File: config.mk
export PLATFORM = sky130hd
export DESIGN_NAME = ecc_encoder_counter
export DESIGN_NICKNAME = d
export VERILOG_FILES = /design/src/logic/ecc_pkg.sv /design/src/logic/ecc_encoder_counter.sv
export VERILOG_INCLUDE_DIRS = /design/src /design/src/logic
export SDC_FILE = /design/constraint.sdc
export NUM_CORES = 2
export LEC_CHECK = 0
export ABC_AREA = 1
export BUFFER_PORTS_ARGS = -buffer_cell sky130_fd_sc_hd__buf_2
export CORE_MARGIN = 2
export CORE_UTILIZATION = 35
export CTS_BUF_LIST = sky130_fd_sc_hd__clkbuf_4
export CTS_CLUSTER_SIZE = 12
export DETAILED_ROUTE_END_ITERATION = 8
export PLACE_DENSITY = 0.47
export SETUP_SLACK_MARGIN = 0.02
export SYNTH_ARGS = -nofsm -noshare
export SYNTH_HDL_FRONTEND = slang
export SYNTH_SLANG_ARGS = --single-unit
File: constraint.sdc
create_clock -name hclk -period 4.05 [get_ports hclk]
set_input_delay 0.405 -clock hclk [delete_from_list [all_inputs] [get_ports hclk]]
set_output_delay 0.405 -clock hclk [all_outputs]
set_load 0.005 [all_outputs]
File: src/logic/ecc_consts.svh
`ifndef ECC_CONSTS_SVH
`define ECC_CONSTS_SVH
`define ECC_CLK_MHZ 20
`define ECC_A_CFG 8'h00
`define ECC_A_SSI 8'h04
`define ECC_A_HWSEL 8'h08
`define ECC_A_LOAD 8'h0C
`define ECC_A_MIN 8'h10
`define ECC_A_MAX 8'h14
`define ECC_A_FILT0 8'h18
`define ECC_A_FILT1 8'h1C
`define ECC_A_CTRL 8'h20
`define ECC_A_COUNT 8'h24
`define ECC_A_POS 8'h28
`define ECC_A_STAT 8'h2C
`define ECC_CFG_RST 32'h0000_0000
`define ECC_SSI_RST 32'h0000_0018
`define ECC_HWSEL_RST 32'h0000_00B8
`define ECC_MIN_RST 32'h0000_0000
`define ECC_MAX_RST 32'h0000_7FFF
`define ECC_F_ENC 1:0
`define ECC_F_INTERP 3:2
`define ECC_F_CTYPE 5:4
`define ECC_F_SIZE32 6
`define ECC_F_DOWN 7
`define ECC_F_POL_A 8
`define ECC_F_POL_B 9
`define ECC_F_POL_N 10
`define ECC_F_RSRC 13:11
`define ECC_F_HSRC 16:14
`define ECC_F_RVAL 18:17
`define ECC_F_RLEVEL 19
`define ECC_F_LAPP 20
`define ECC_F_IRQEN 21
`define ECC_F_IRQSEL 23:22
`define ECC_F_CONT 24
`define ECC_F_ALONE 25
`define ECC_F_NOCHK 26
`define ECC_F_LEN25 0
`define ECC_F_RATE 2:1
`define ECC_F_MONO 4:3
`define ECC_F_SHR 5
`define ECC_F_SHIFT 9:6
`define ECC_F_LISTEN 10
`define ECC_F_HOLDIN 3:0
`define ECC_F_RSTIN 7:4
`define ECC_SSI_LEN_S 13
`define ECC_SSI_LEN_L 25
`define ECC_FLT5_US 5
`define ECC_FLT50_US 50
`define ECC_FLT1600_US 1600
`define ECC_QUAD_US 3
`define ECC_MONO_STEP_US 16
`define ECC_HALF125_NS 4000
`define ECC_HALF250_NS 2000
`define ECC_HALF500_NS 1000
`define ECC_HALF1M_NS 500
`define ECC_FLT5_CYC (`ECC_FLT5_US * `ECC_CLK_MHZ)
`define ECC_FLT50_CYC (`ECC_FLT50_US * `ECC_CLK_MHZ)
`define ECC_FLT1600_CYC (`ECC_FLT1600_US * `ECC_CLK_MHZ)
`define ECC_QUAD_CYC (`ECC_QUAD_US * `ECC_CLK_MHZ)
`define ECC_MONO_STEP_CYC (`ECC_MONO_STEP_US * `ECC_CLK_MHZ)
`define ECC_HALF125_CYC (`ECC_HALF125_NS * `ECC_CLK_MHZ / 1000)
`define ECC_HALF250_CYC (`ECC_HALF250_NS * `ECC_CLK_MHZ / 1000)
`define ECC_HALF500_CYC (`ECC_HALF500_NS * `ECC_CLK_MHZ / 1000)
`define ECC_HALF1M_CYC (`ECC_HALF1M_NS * `ECC_CLK_MHZ / 1000)
`endif

File: src/logic/ecc_pkg.sv
`default_nettype none
package ecc_pkg;
  typedef enum logic [1:0] {
    ENC_NONE = 2'b00, ENC_SSI = 2'b01, ENC_DIFF5 = 2'b10, ENC_SE24 = 2'b11
  } ecc_enc_t;
  typedef enum logic [1:0] {
    INT_PDIR = 2'b00, INT_X1 = 2'b01, INT_X2 = 2'b10, INT_X4 = 2'b11
  } ecc_interp_t;
  typedef enum logic [1:0] {
    CNT_CONT = 2'b00, CNT_PER = 2'b01, CNT_SINGLE = 2'b10
  } ecc_ctype_t;
  typedef enum logic [2:0] {
    SRC_NONE = 3'b000, SRC_HW = 3'b001, SRC_SW = 3'b010,
    SRC_AND = 3'b011, SRC_OR = 3'b100
  } ecc_src_t;
  typedef enum logic [1:0] {
    RV_ZERO = 2'b00, RV_LIMIT = 2'b01, RV_LOAD = 2'b10
  } ecc_rval_t;
  typedef enum logic [1:0] {
    SSI_IDLE = 2'b00, SSI_SHIFT = 2'b01, SSI_MONO = 2'b10
  } ecc_ssi_st_t;
endpackage : ecc_pkg
`default_nettype wire

File: src/logic/ecc_encoder_counter.sv
`timescale 1ns/1ns
`default_nettype none
`include "ecc_consts.svh"
// Behaviour
// - encoder type none, SSI, 5V, 24V
// - SSI master 13/25 bits, four clock rates
// - monoflop 16..64 us before next frame
// - SSI word shifted left/right 0..12 bits
// - pulse/direction or x1/x2/x4 quadrature
// - counter 16/32 bit, three counting modes
// - programmable max limit, signed range defaults
// - reset/hold sources combined, reset edge or level
// - reset loads zero, limit or load value
// - main count direction up or down
// - A, B, N active level selectable
// - per-input delay filter, seven choices
// - interrupt enable and class selection
// - stand-alone halts unless permitted
// - host stop reaction stop or continue
// - unchecked mismatch keeps running
// - unchecked unparameterized keeps running
// - checked mismatch stops while host present
// - filter drops short bursts, delays pulses
// - quadrature inputs get 3 us delay at filter code 0, no delay at code 7
module ecc_encoder_counter #(
  parameter int FLT1600_CYC = `ECC_FLT1600_CYC
) (
  input  wire logic        hclk,
  input  wire logic        hresetn,
  input  wire logic        hsel,
  input  wire logic [31:0] haddr,
  input  wire logic [1:0]  htrans,
  input  wire logic        hwrite,
  input  wire logic [2:0]  hsize,
  input  wire logic [31:0] hwdata,
  input  wire logic        hready,
  output logic      [31:0] hrdata,
  output logic             hreadyout,
  output logic             hresp,
  input  wire logic [14:0] din,
  input  wire logic        enc_a,
  input  wire logic        enc_b,
  input  wire logic        enc_n,
  input  wire logic        ssi_data,
  input  wire logic        ssi_clk_in,
  output logic             ssi_clk_out,
  input  wire logic        host_present,
  input  wire logic        host_stopped,
  input  wire logic        param_match,
  input  wire logic        parameterized,
  input  wire logic [31:0] app_load_value,
  input  wire logic        diag_event,
  input  wire logic        proc_event,
  output logic      [31:0] count_value,
  output logic      [31:0] ssi_position,
  output logic             run_active,
  output logic             diag_irq,
  output logic             proc_irq
);
  import ecc_pkg::*;

  logic [31:0] cfg_reg, ssi_reg, hwsel_reg, load_reg, min_reg, max_reg;
  logic [53:0] filt_reg;
  logic [1:0]  ctrl_reg;
  logic        wr_pend_reg;
  logic [7:0]  addr_q_reg;
  logic [19:0] s1_reg, s2_reg;
  logic [17:0] filt_q;
  logic [31:0] cnt_reg;
  logic        done_reg;
  logic        a_d_reg, b_d_reg, rst_d_reg;
  ecc_ssi_st_t ssi_st_reg;
  logic [15:0] div_reg, mono_reg;
  logic [4:0]  bit_reg;
  logic [24:0] sh_reg, frame_reg;
  logic        frame_new_reg, lclk_d_reg;
  logic [31:0] rd_word;

  function automatic logic [15:0] flt_cyc(input logic [2:0] sel, input logic quad);
    case (sel)
      3'h0:    flt_cyc = quad ? 16'(`ECC_QUAD_CYC) : 16'h0000;
      3'h1,
      3'h2,
      3'h3,
      3'h4:    flt_cyc = 16'(sel) * 16'(`ECC_FLT5_CYC);
      3'h5:    flt_cyc = 16'(`ECC_FLT50_CYC);
      3'h6:    flt_cyc = 16'(FLT1600_CYC);
      default: flt_cyc = 16'h0000;
    endcase
  endfunction : flt_cyc

  function automatic logic src_comb(input logic [2:0] sel, input logic hw, input logic sw);
    case (sel)
      SRC_HW:  src_comb = hw;
      SRC_SW:  src_comb = sw;
      SRC_AND: src_comb = hw & sw;
      SRC_OR:  src_comb = hw | sw;
      default: src_comb = 1'b0;
    endcase
  endfunction : src_comb

  function automatic logic [31:0] sext(input logic [31:0] v, input logic w32);
    sext = w32 ? v : {{16{v[15]}}, v[15:0]};
  endfunction : sext

  // ---- AHB-Lite slave, zero wait states
  always_ff @(posedge hclk or negedge hresetn) begin
    if (!hresetn) begin
      wr_pend_reg <= 1'b0;
      addr_q_reg  <= 8'h00;
      hrdata      <= 32'h0000_0000;
      hreadyout   <= 1'b0;
      hresp       <= 1'b0;
    end else begin
      hreadyout   <= 1'b1;
      hresp       <= 1'b0;
      wr_pend_reg <= 1'b0;
      if (hready && hsel && htrans[1]) begin
        wr_pend_reg <= hwrite;
        addr_q_reg  <= haddr[7:0];
        if (!hwrite) begin
          hrdata <= rd_word;
        end
      end
    end
  end

  always_comb begin
    case (haddr[7:0])
      `ECC_A_CFG:   rd_word = cfg_reg;
      `ECC_A_SSI:   rd_word = ssi_reg;
      `ECC_A_HWSEL: rd_word = hwsel_reg;
      `ECC_A_LOAD:  rd_word = load_reg;
      `ECC_A_MIN:   rd_word = min_reg;
      `ECC_A_MAX:   rd_word = max_reg;
      `ECC_A_FILT0: rd_word = {2'b00, filt_reg[29:0]};
      `ECC_A_FILT1: rd_word = {8'h00, filt_reg[53:30]};
      `ECC_A_CTRL:  rd_word = {30'h0000_0000, ctrl_reg};
      `ECC_A_COUNT: rd_word = cnt_reg;
      `ECC_A_POS:   rd_word = ssi_position;
      `ECC_A_STAT:  rd_word = {27'h000_0000, filt_q[17] ~^ cfg_reg[`ECC_F_POL_N],
                             done_reg, ssi_st_reg != SSI_IDLE, run_active, frame_new_reg};
      default:      rd_word = 32'h0000_0000;
    endcase
  end

  // writes land in the data phase; registers are static config
  always_ff @(posedge hclk or negedge hresetn) begin
    if (!hresetn) begin
      cfg_reg   <= `ECC_CFG_RST;
      ssi_reg   <= `ECC_SSI_RST;
      hwsel_reg <= `ECC_HWSEL_RST;
      load_reg  <= 32'h0000_0000;
      min_reg   <= `ECC_MIN_RST;
      max_reg   <= `ECC_MAX_RST;
      filt_reg  <= '0;
      ctrl_reg  <= 2'b00;
    end else if (wr_pend_reg) begin
      case (addr_q_reg)
        `ECC_A_CFG:   cfg_reg   <= {5'h00, hwdata[26:0]};
        `ECC_A_SSI:   ssi_reg   <= {21'h00_0000, hwdata[10:0]};
        `ECC_A_HWSEL: hwsel_reg <= {24'h00_0000, hwdata[7:0]};
        `ECC_A_LOAD:  load_reg  <= hwdata;
        `ECC_A_MIN:   min_reg   <= hwdata;
        `ECC_A_MAX:   max_reg   <= hwdata;
        `ECC_A_FILT0: filt_reg[29:0]  <= hwdata[29:0];
        `ECC_A_FILT1: filt_reg[53:30] <= hwdata[23:0];
        `ECC_A_CTRL:  ctrl_reg  <= hwdata[1:0];
        default:      ;
      endcase
    end
  end

  // ---- pin synchronisers: din, A, B, N, SSI data, SSI clock
  always_ff @(posedge hclk or negedge hresetn) begin
    if (!hresetn) begin
      s1_reg <= '0;
      s2_reg <= '0;
    end else begin
      s1_reg <= {ssi_clk_in, ssi_data, enc_n, enc_b, enc_a, din};
      s2_reg <= s1_reg;
    end
  end

  // ---- delay filters: output follows only after input stood thr cycles
  genvar gi;
  generate
    for (gi = 0; gi < 18; gi++) begin : g_flt
      logic [15:0] cnt_f_reg;
      logic [15:0] thr;
      logic        q_reg;
      // one process per bit, so each flop owns its own variable
      assign filt_q[gi] = q_reg;
      assign thr = flt_cyc(filt_reg[3*gi +: 3], gi >= 15);
      always_ff @(posedge hclk or negedge hresetn) begin
        if (!hresetn) begin
          cnt_f_reg <= 16'h0000;
          q_reg     <= 1'b0;
        end else if (s2_reg[gi] == q_reg) begin
          cnt_f_reg <= 16'h0000;
        end else if (cnt_f_reg + 16'h0001 >= thr) begin
          cnt_f_reg <= 16'h0000;
          q_reg     <= s2_reg[gi];
        end else begin
          cnt_f_reg <= cnt_f_reg + 16'h0001;
        end
      end
    end
  endgenerate

  // ---- run / stop supervision
  always_ff @(posedge hclk or negedge hresetn) begin
    if (!hresetn) begin
      run_active <= 1'b0;
    end else if (!host_present) begin
      run_active <= cfg_reg[`ECC_F_ALONE];
    end else begin
      run_active <= (!host_stopped || cfg_reg[`ECC_F_CONT]) &&
                    (cfg_reg[`ECC_F_NOCHK] ||
                     (param_match && parameterized));
    end
  end

  // ---- interrupt class gating, events come from module logic
  always_ff @(posedge hclk or negedge hresetn) begin
    if (!hresetn) begin
      diag_irq <= 1'b0;
      proc_irq <= 1'b0;
    end else begin
      diag_irq <= cfg_reg[`ECC_F_IRQEN] & cfg_reg[22] & diag_event;
      proc_irq <= cfg_reg[`ECC_F_IRQEN] & cfg_reg[23] & proc_event;
    end
  end

  // ---- SSI engine
  logic [15:0] half_cyc, mono_cyc;
  logic [4:0]  frame_len;
  logic        ssi_on, listen, lclk_rise;
  logic [24:0] sh_in;
  always_comb begin
    case (ssi_reg[`ECC_F_RATE])
      2'h0:    half_cyc = 16'(`ECC_HALF125_CYC);
      2'h1:    half_cyc = 16'(`ECC_HALF250_CYC);
      2'h2:    half_cyc = 16'(`ECC_HALF500_CYC);
      default: half_cyc = 16'(`ECC_HALF1M_CYC);
    endcase
  end
  assign mono_cyc  = (16'(ssi_reg[`ECC_F_MONO]) + 16'h0001) * 16'(`ECC_MONO_STEP_CYC);
  assign frame_len = ssi_reg[`ECC_F_LEN25] ? 5'(`ECC_SSI_LEN_L) : 5'(`ECC_SSI_LEN_S);
  assign ssi_on    = run_active && (cfg_reg[`ECC_F_ENC] == ENC_SSI);
  assign listen    = ssi_reg[`ECC_F_LISTEN];
  assign lclk_rise = s2_reg[19] & ~lclk_d_reg;
  // first bit of a frame clears stale bits of a longer previous frame
  assign sh_in = (bit_reg == 5'h00) ? {24'h00_0000, s2_reg[18]} : {sh_reg[23:0], s2_reg[18]};

  always_ff @(posedge hclk or negedge hresetn) begin
    if (!hresetn) begin
      ssi_st_reg    <= SSI_IDLE;
      ssi_clk_out   <= 1'b1;
      div_reg       <= 16'h0000;
      mono_reg      <= 16'h0000;
      bit_reg       <= 5'h00;
      sh_reg        <= '0;
      frame_reg     <= '0;
      frame_new_reg <= 1'b0;
      lclk_d_reg    <= 1'b0;
    end else begin
      frame_new_reg <= 1'b0;
      lclk_d_reg    <= s2_reg[19];
      if (!ssi_on) begin
        ssi_st_reg  <= SSI_IDLE;
        ssi_clk_out <= 1'b1;
        bit_reg     <= 5'h00;
        mono_reg    <= 16'h0000;
      end else if (listen) begin
        // listen: only sample the other master's clock
        ssi_clk_out <= 1'b1;
        ssi_st_reg  <= SSI_IDLE;
        if (lclk_rise) begin
          mono_reg <= 16'h0000;
          sh_reg   <= sh_in;
          if (bit_reg + 5'h01 == frame_len) begin
            bit_reg       <= 5'h00;
            frame_reg     <= sh_in;
            frame_new_reg <= 1'b1;
          end else begin
            bit_reg <= bit_reg + 5'h01;
          end
        end else if (mono_reg >= mono_cyc) begin
          bit_reg <= 5'h00; // resync after a pause
        end else begin
          mono_reg <= mono_reg + 16'h0001;
        end
      end else begin
        case (ssi_st_reg)
          SSI_IDLE: begin
            ssi_clk_out <= 1'b0;
            div_reg     <= 16'h0000;
            bit_reg     <= 5'h00;
            ssi_st_reg  <= SSI_SHIFT;
          end
          SSI_SHIFT: begin
            if (div_reg + 16'h0001 >= half_cyc) begin
              div_reg     <= 16'h0000;
              ssi_clk_out <= ~ssi_clk_out;
              if (!ssi_clk_out) begin
                sh_reg <= sh_in;
                if (bit_reg + 5'h01 == frame_len) begin
                  frame_reg     <= sh_in;
                  frame_new_reg <= 1'b1;
                  mono_reg      <= 16'h0000;
                  ssi_st_reg    <= SSI_MONO;
                end else begin
                  bit_reg <= bit_reg + 5'h01;
                end
              end
            end else begin
              div_reg <= div_reg + 16'h0001;
            end
          end
          SSI_MONO: begin
            if (mono_reg + 16'h0001 >= mono_cyc) begin
              ssi_st_reg <= SSI_IDLE;
            end else begin
              mono_reg <= mono_reg + 16'h0001;
            end
          end
          default: ssi_st_reg <= SSI_IDLE;
        endcase
      end
    end
  end

  // shift amounts above 12 are not meaningful and not clamped
  logic [31:0] frame_ext;
  assign frame_ext = {7'h00, frame_reg};
  always_ff @(posedge hclk or negedge hresetn) begin
    if (!hresetn) begin
      ssi_position <= 32'h0000_0000;
    end else if (frame_new_reg) begin
      ssi_position <= ssi_reg[`ECC_F_SHR] ? frame_ext >> ssi_reg[`ECC_F_SHIFT]
                                           : frame_ext << ssi_reg[`ECC_F_SHIFT];
    end
  end

  // ---- incremental counter
  logic        a_act, b_act, a_edge, b_edge, a_rise, step, up, w32;
  logic        hw_rst, hw_hold, rst_lvl, rst_now, hold_now, at_hi, at_lo, cnt_on;
  logic [31:0] lo, hi, rst_val, load_v;
  assign a_act  = cfg_reg[`ECC_F_POL_A] ? filt_q[15] : ~filt_q[15];
  assign b_act  = cfg_reg[`ECC_F_POL_B] ? filt_q[16] : ~filt_q[16];
  assign a_edge = a_act ^ a_d_reg;
  assign b_edge = b_act ^ b_d_reg;
  assign a_rise = a_act & ~a_d_reg;
  assign w32    = cfg_reg[`ECC_F_SIZE32];

  always_comb begin
    case (cfg_reg[`ECC_F_INTERP])
      INT_X1: begin
        step = a_rise;
        up   = ~b_act;
      end
      INT_X2: begin
        step = a_edge;
        up   = a_act ^ b_act;
      end
      INT_X4: begin
        step = a_edge ^ b_edge;
        up   = a_edge ? (a_act ^ b_act) : ~(a_act ^ b_act);
      end
      default: begin
        step = a_rise;
        up   = ~b_act;
      end
    endcase
    up = up ^ cfg_reg[`ECC_F_DOWN];
  end

  always_comb begin
    if (cfg_reg[`ECC_F_CTYPE] == CNT_CONT) begin
      lo = w32 ? 32'h8000_0000 : 32'hFFFF_8000;
      hi = w32 ? 32'h7FFF_FFFF : 32'h0000_7FFF;
    end else begin
      lo = sext(min_reg, w32);
      hi = sext(max_reg, w32);
    end
  end

  assign hw_rst   = (hwsel_reg[`ECC_F_RSTIN] < 4'hF) ? filt_q[hwsel_reg[`ECC_F_RSTIN]] : 1'b0;
  assign hw_hold  = (hwsel_reg[`ECC_F_HOLDIN] < 4'hF) ? filt_q[hwsel_reg[`ECC_F_HOLDIN]] : 1'b0;
  assign rst_lvl  = src_comb(cfg_reg[`ECC_F_RSRC], hw_rst, ctrl_reg[0]);
  assign rst_now  = cfg_reg[`ECC_F_RLEVEL] ? rst_lvl : (rst_lvl & ~rst_d_reg);
  assign hold_now = src_comb(cfg_reg[`ECC_F_HSRC], hw_hold, ctrl_reg[1]);
  assign load_v   = cfg_reg[`ECC_F_LAPP] ? app_load_value : load_reg;
  assign at_hi    = (cnt_reg == hi);
  assign at_lo    = (cnt_reg == lo);
  assign cnt_on   = run_active && cfg_reg[1];

  always_comb begin
    case (cfg_reg[`ECC_F_RVAL])
      RV_LIMIT: rst_val = cfg_reg[`ECC_F_DOWN] ? hi : lo;
      RV_LOAD:  rst_val = sext(load_v, w32);
      default:  rst_val = 32'h0000_0000;
    endcase
  end

  always_ff @(posedge hclk or negedge hresetn) begin
    if (!hresetn) begin
      a_d_reg   <= 1'b0;
      b_d_reg   <= 1'b0;
      rst_d_reg <= 1'b0;
    end else begin
      a_d_reg   <= a_act;
      b_d_reg   <= b_act;
      rst_d_reg <= rst_lvl;
    end
  end

  // reset wins over counting; single mode parks at the limit
  always_ff @(posedge hclk or negedge hresetn) begin
    if (!hresetn) begin
      cnt_reg  <= 32'h0000_0000;
      done_reg <= 1'b0;
    end else if (rst_now) begin
      cnt_reg  <= rst_val;
      done_reg <= 1'b0;
    end else if (cnt_on && step && !hold_now && !done_reg) begin
      if (up ? at_hi : at_lo) begin
        if (cfg_reg[`ECC_F_CTYPE] == CNT_SINGLE) begin
          done_reg <= 1'b1;
        end else begin
          cnt_reg <= up ? lo : hi;
        end
      end else begin
        cnt_reg <= sext(up ? cnt_reg + 32'h0000_0001 : cnt_reg - 32'h0000_0001, w32);
      end
    end
  end

  assign count_value = cnt_reg;

endmodule : ecc_encoder_counter
`default_nettype wire

# Yosys cells after proc, flatten, opt, wreduce, memory -nomap -nowiden
# Cells that the tools add are included.
# classes
addsub	24
mul	19
magnitude_cmp	25
eq_ne	179
shifts	2
n_mux	146
bitwise	45
reduce_logical	84
# ops
op	n
$mux W16	45
$pmux W15 S3	15
$mux W32	15
$pmux W32 S12	1
$add A16 B1 Y16 const B	20
$ge A16 B16 Y1	19
$pmux W15 S4	3
$mux W25	7
$eq A3 B3 Y1 const B	56
$mul A3 B5 Y8 const B	18
$eq A3 B2 Y1 const B	40
$mux W24	5
$reduce_or A4 Y1	18
$eq A32 B32 Y1	2
$eq A8 B5 Y1 const B	8
$pmux W16 S2	2
$pmux W32 S2	1
$mux W31	2
$eq A3 B1 Y1 const B	20
$reduce_and A2 Y1	30
$mux W5	9
$eq A8 B6 Y1 const B	5
$add A32 B1 Y32 const B	1
$eq A8 B4 Y1 const B	4
43 further kinds	178
# word_totals
ff_bits	748
input_bits	132
word_cells	593

# Longest topological paths before layout
# logic_depth
word_depth	12
depth_mapped	25
mapped_depth_nobuf	23

# Worst setup path after synthesis
# No wires, ideal clock.
# synth_timing
kind	reg-to-reg
startpoint	register filt_reg[49]
endpoint	register g_flt[16].cnt_f_reg[10]
setup_ns	0.086
arrival_time_ns	3.266
required_time_ns	3.964
setup_slack_ns	0.698
path_stages_with_launch	22
n_path_buf	1
period_less_slack_ns	3.352
path_cell_list	dfrtp_1 -> inv_1 -> ha_1 -> o41ai_1 -> o21ai_0 -> ha_1 -> nand2_1 -> nand2_1 -> a21o_1 -> a21oi_1 -> nor2_1 -> o21a_1 -> o21ai_0 -> nand2_1 -> nand2_1 -> nand2_1 -> nand2_1 -> nand2_1 -> nand2_1 -> nand3b_1 -> clkbuf_1 -> nor3_1
# synth_between
elab_chain_len	6
elab_cells_between_ends	13
# synth_rtl
item	line	text
start: declaration	ecc_encoder_counter.sv:63	logic [53:0] filt_reg;
start signal: assignment	ecc_encoder_counter.sv:167	`ECC_A_FILT1: filt_reg[53:30] <= hwdata[23:0];
parallel branches: the longest is 2 deep, another holds $mul A3 B5 Y8	-	
$pmux W15 S4 *	ecc_encoder_counter.sv:80	case (sel)
$ge A16 B16 Y1 *	ecc_encoder_counter.sv:201	end else if (cnt_f_reg + 16'h0001 >= thr) begin
$mux W16 *	ecc_encoder_counter.sv:201	
$mux W16 *	ecc_encoder_counter.sv:199	end else if (s2_reg[gi] == q_reg) begin
end signal: assignment	ecc_encoder_counter.sv:205	cnt_f_reg <= cnt_f_reg + 16'h0001;
end: declaration	ecc_encoder_counter.sv:189	logic [15:0] cnt_f_reg;
# Mark *: on every way between the ends.
# A chain may end at the register's enable or synchronous reset.

# Final worst setup path
# layout_timing
startpoint	register filt_reg[40]
endpoint	register g_flt[13].cnt_f_reg[11]
# layout_between
elab_chain_len	6
elab_cells_between_ends	12
# layout_rtl
item	line
parallel branches: the longest is 2 deep, another holds $mul A3 B5 Y8	-
$pmux W15 S3 *	ecc_encoder_counter.sv:80
$ge A16 B16 Y1 *	ecc_encoder_counter.sv:201
$mux W16 *	ecc_encoder_counter.sv:201
$mux W16 *	ecc_encoder_counter.sv:199
end signal: assignment	ecc_encoder_counter.sv:205
end: declaration	ecc_encoder_counter.sv:189
# Marked as above.

==> impl_metrics.toml <==
[floorplanning]
die_h_um = 388
io_pins = 234
dieArea_mm2 = 0.150
initial_core_util = 0.353
core-area_mm2 = 0.146
die_w_um = 388
rows = 140

[worst_setup_path]
start_kind = "register"
critPathCaptureType = "register"
path_class = "reg2reg"
crit_required_ns = 5.15
crit_path_max_fanout = 15
arrival_ns = 4.76

[logic_synthesis]
synth_top_area_cell = "dfrtp_1"
netlist_top_cells_count = "nand2_1 (1685), inv_1 (1019), dfrtp_1 (726), o21ai_0 (559), nor2_1 (505)"
yosys.area_share.simple = 0.248
yosys_warnings = 0
synth-seq-cells = 748
synthArstFlopShare = 1.00
synth-edff-count = 0
ys_types = 69
syn_area_per_cell_um2 = 7.40
synth_seq_area_share = 0.364
synth_compound_area_frac = 0.134
synth_top_area_frac = 0.353
synth_top_family_by_area = "simple AND/OR/NAND/NOR gates"
synthAdderAreaFrac = 0.109
synth_ff_type = "dfrtp_1"
ys_top_cells_by_area = "dfrtp_1 (35%), nand2_1 (12%), ha_1 (11%)"
synth_mux_area_frac = 0.00202
synthXorXnorAreaFrac = 0.0449
synthCells = 6963
post-synth-top-count-cell = "nand2_1"
syn_area_mm2 = 0.0515

[timing]
finalCritPeriodShare = 0.904
report.final.slew_viol_count = 0
finClkSkew_ns = 0.0755
fin_tns_setup_ns = 0
rsz0062_at_grt = "no"
fin_hold_ws_ns = 0.163
max_slew_margin = 0.162
fmax_ghz = 0.273
hold_viol_final = 0
worst_slack_ns = 0.388
tightest_slew_ns = 1.25
layout_min_cycle_time_ns = 3.66
setup_viol = 0

[final_layout]
regArea_mm2 = 0.0187
stdcell_count = 9532
final_cell_area_mm2 = 0.0595
fillers = 15500
multi_input_area_mm2 = 0.0278
drive_gt1_frac = 0.109
largest_reg_flops = 288
syn_to_final_growth_pct = 15.5
utilization = 0.408
final_nets = 8009

[placed_design]
place_congestion = 0.976
place_area_mm2 = 0.0551
port_buffers = 204
hpwl_mm = 136
place_ws_ns = 0.225
dp.cells = 8978

[grt]
grt_start_max_net_pins = 80
grt-busiest-layer = "met2"
use_met2 = 0.380
grt_overflow = 0
use_met3 = 0.0390
grt_pass1_vias = 46700
antenna_found_initial = 6
grt_pass1_wl_mm = 276
grt_util_met1 = 0.317
grtUsageTotal = 0.236

[detailed_routing]
routed_wl_mm = 178
ant_nets = 0
drc = 0
viasPerCell = 5.00
num_vias = 47700
drtPass1Iterations = 8
wire_per_inst_um = 18.7
drt_iter0_drc = 3293

[clock_tree]
cts_tree = "built"
clk_path_buf_depth = 3
clock_latency_ns = 1.23
clk_pin_slew_ns = 0.07
cts_root_buf = "clkbuf_4"
cts_buffers = 219
htree_levels = 4
clock_sinks = 748

[power_and_ir_drop]
leakage_nw = 31.9
peakVddDrop_uv = 253
power.density_mw_per_mm2 = 457
p_total_mw = 27.2

[flow_run]
drv_cap = 0

[min_path]
hold_path.class = "in2reg"

[run_status]
status = "complete, no violations"
per-layer routing:
metal  routed length [um]  up-vias  part of all wire
met4                 6140        2             0.035
li1                     -    23700                 -
met3                 9410      330             0.053
met1                81600    22400              0.46
met5                    7        -          0.000039
met2                80700     1262              0.45
worst paths after layout:
kind,startpoint,end,cells past startpoint,slack (ns)
max,filt_reg[40]$_DFFE_PN0P_,g_flt[13].cnt_f_reg[11]$_DFF_PN0_,22,0.39
min,hwdata[31],min_reg[31]$_DFFE_PN0P_,4,0.16
max reg2reg,filt_reg[40]$_DFFE_PN0P_,g_flt[13].cnt_f_reg[11]$_DFF_PN0_,22,0.39
min reg2reg,s1_reg[10]$_DFF_PN0_,s2_reg[10]$_DFF_PN0_,0,0.29
max in group asynchronous,hresetn,ssi_position[12]$_DFFE_PN0P_,4,2.91
min in group asynchronous,hresetn,g_flt[5].q_reg$_DFFE_PN0P_,4,0.60
where the power goes:
group          total [mW]  internal, mW  switching (mW)
clock network        7.53          3.92            3.61
logic                10.6          3.34            7.28
registers            9.03          8.00            1.03
repair_timing:
item / in CTS / in global routing
buffers inserted: 0 / 1
gates resized for setup: 0 / 12
hold endpoints to repair: 993 / 0
endpoints found under the setup margin: 0 / 67
hold buffers: 146 / 0
final cells by class:
class / count / share of cell area
sequential: 748 / 0.315
multi-input combinational: 4935 / 0.468
inverter: 1040 / 0.0657
timing repair buffer: 485 / 0.0626
tap: 1917 / 0.0403
clock buffer: 326 / 0.0411
antenna: 9 / 0.000379
clock inverter: 72 / 0.00696
cell usage in the layout (no fill, tap or decap), types with 10 or more instances in the layout:
| cell type | netlist | layout |
|---|---|---|
| clkbuf_4 | 0 | 326 |
| o21ai_1 | 33 | 33 |
| inv_1 | 1019 | 1019 |
| a31oi_1 | 10 | 10 |
| o21ai_0 | 559 | 558 |
| a221oi_1 | 19 | 19 |
| nor4_1 | 21 | 21 |
| dfrtp_1 | 726 | 723 |
| o41ai_1 | 28 | 28 |
| nand4_1 | 44 | 44 |
| clkinv_1 | 6 | 55 |
| nor2_2 | 15 | 15 |
| nand2_2 | 16 | 22 |
| buf_12 | 0 | 16 |
| nand2_1 | 1685 | 1677 |
| xor2_1 | 192 | 192 |
| o22ai_1 | 107 | 107 |
| or2_2 | 28 | 28 |
| a211oi_1 | 26 | 26 |
| xnor2_1 | 72 | 72 |
| nand3b_1 | 17 | 17 |
| dfstp_2 | 22 | 22 |
| nand3_1 | 297 | 297 |
| buf_4 | 12 | 119 |
| inv_2 | 14 | 19 |
| nor3b_1 | 89 | 87 |
| a22oi_1 | 18 | 18 |
| o211ai_1 | 32 | 32 |
| conb_1 | 2 | 20 |
| or4_1 | 10 | 10 |
| nor2_1 | 505 | 505 |
| nor3_1 | 233 | 233 |
| ha_1 | 448 | 448 |
| dlygate4sd3_1 | 0 | 145 |
| o21a_1 | 23 | 23 |
| a21oi_1 | 262 | 262 |
| buf_2 | 43 | 203 |
| a21o_1 | 25 | 25 |
cells by family after synthesis:
family          count (synthesis)
mux                            10
flops                         748
buf+inv                      1298
fa+ha+maj                     448
other cells                     2
compound gates               1205
simple gates                 2988
xor+xnor                      264
worst max-delay path, stage by stage (launching register included):
cell     delay (ns)
dfrtp_1        0.45
inv_1          0.14
ha_1           0.23
nor3_1         0.17
nand2_1        0.07
o21ai_0        0.16
inv_1          0.17
o22ai_1        0.15
ha_1           0.25
a21o_1         0.18
a21oi_1        0.13
nor2_1         0.05
o21a_1         0.16
o21ai_0        0.15
nand2_1        0.08
nand2_1        0.06
nand2_1        0.05
nand2_1        0.05
nand2_1        0.05
a21oi_1        0.35
o21ai_1        0.13
buf_4          0.22
nor2_1         0.10
Note: power is estimated with default switching activity, not from simulation.
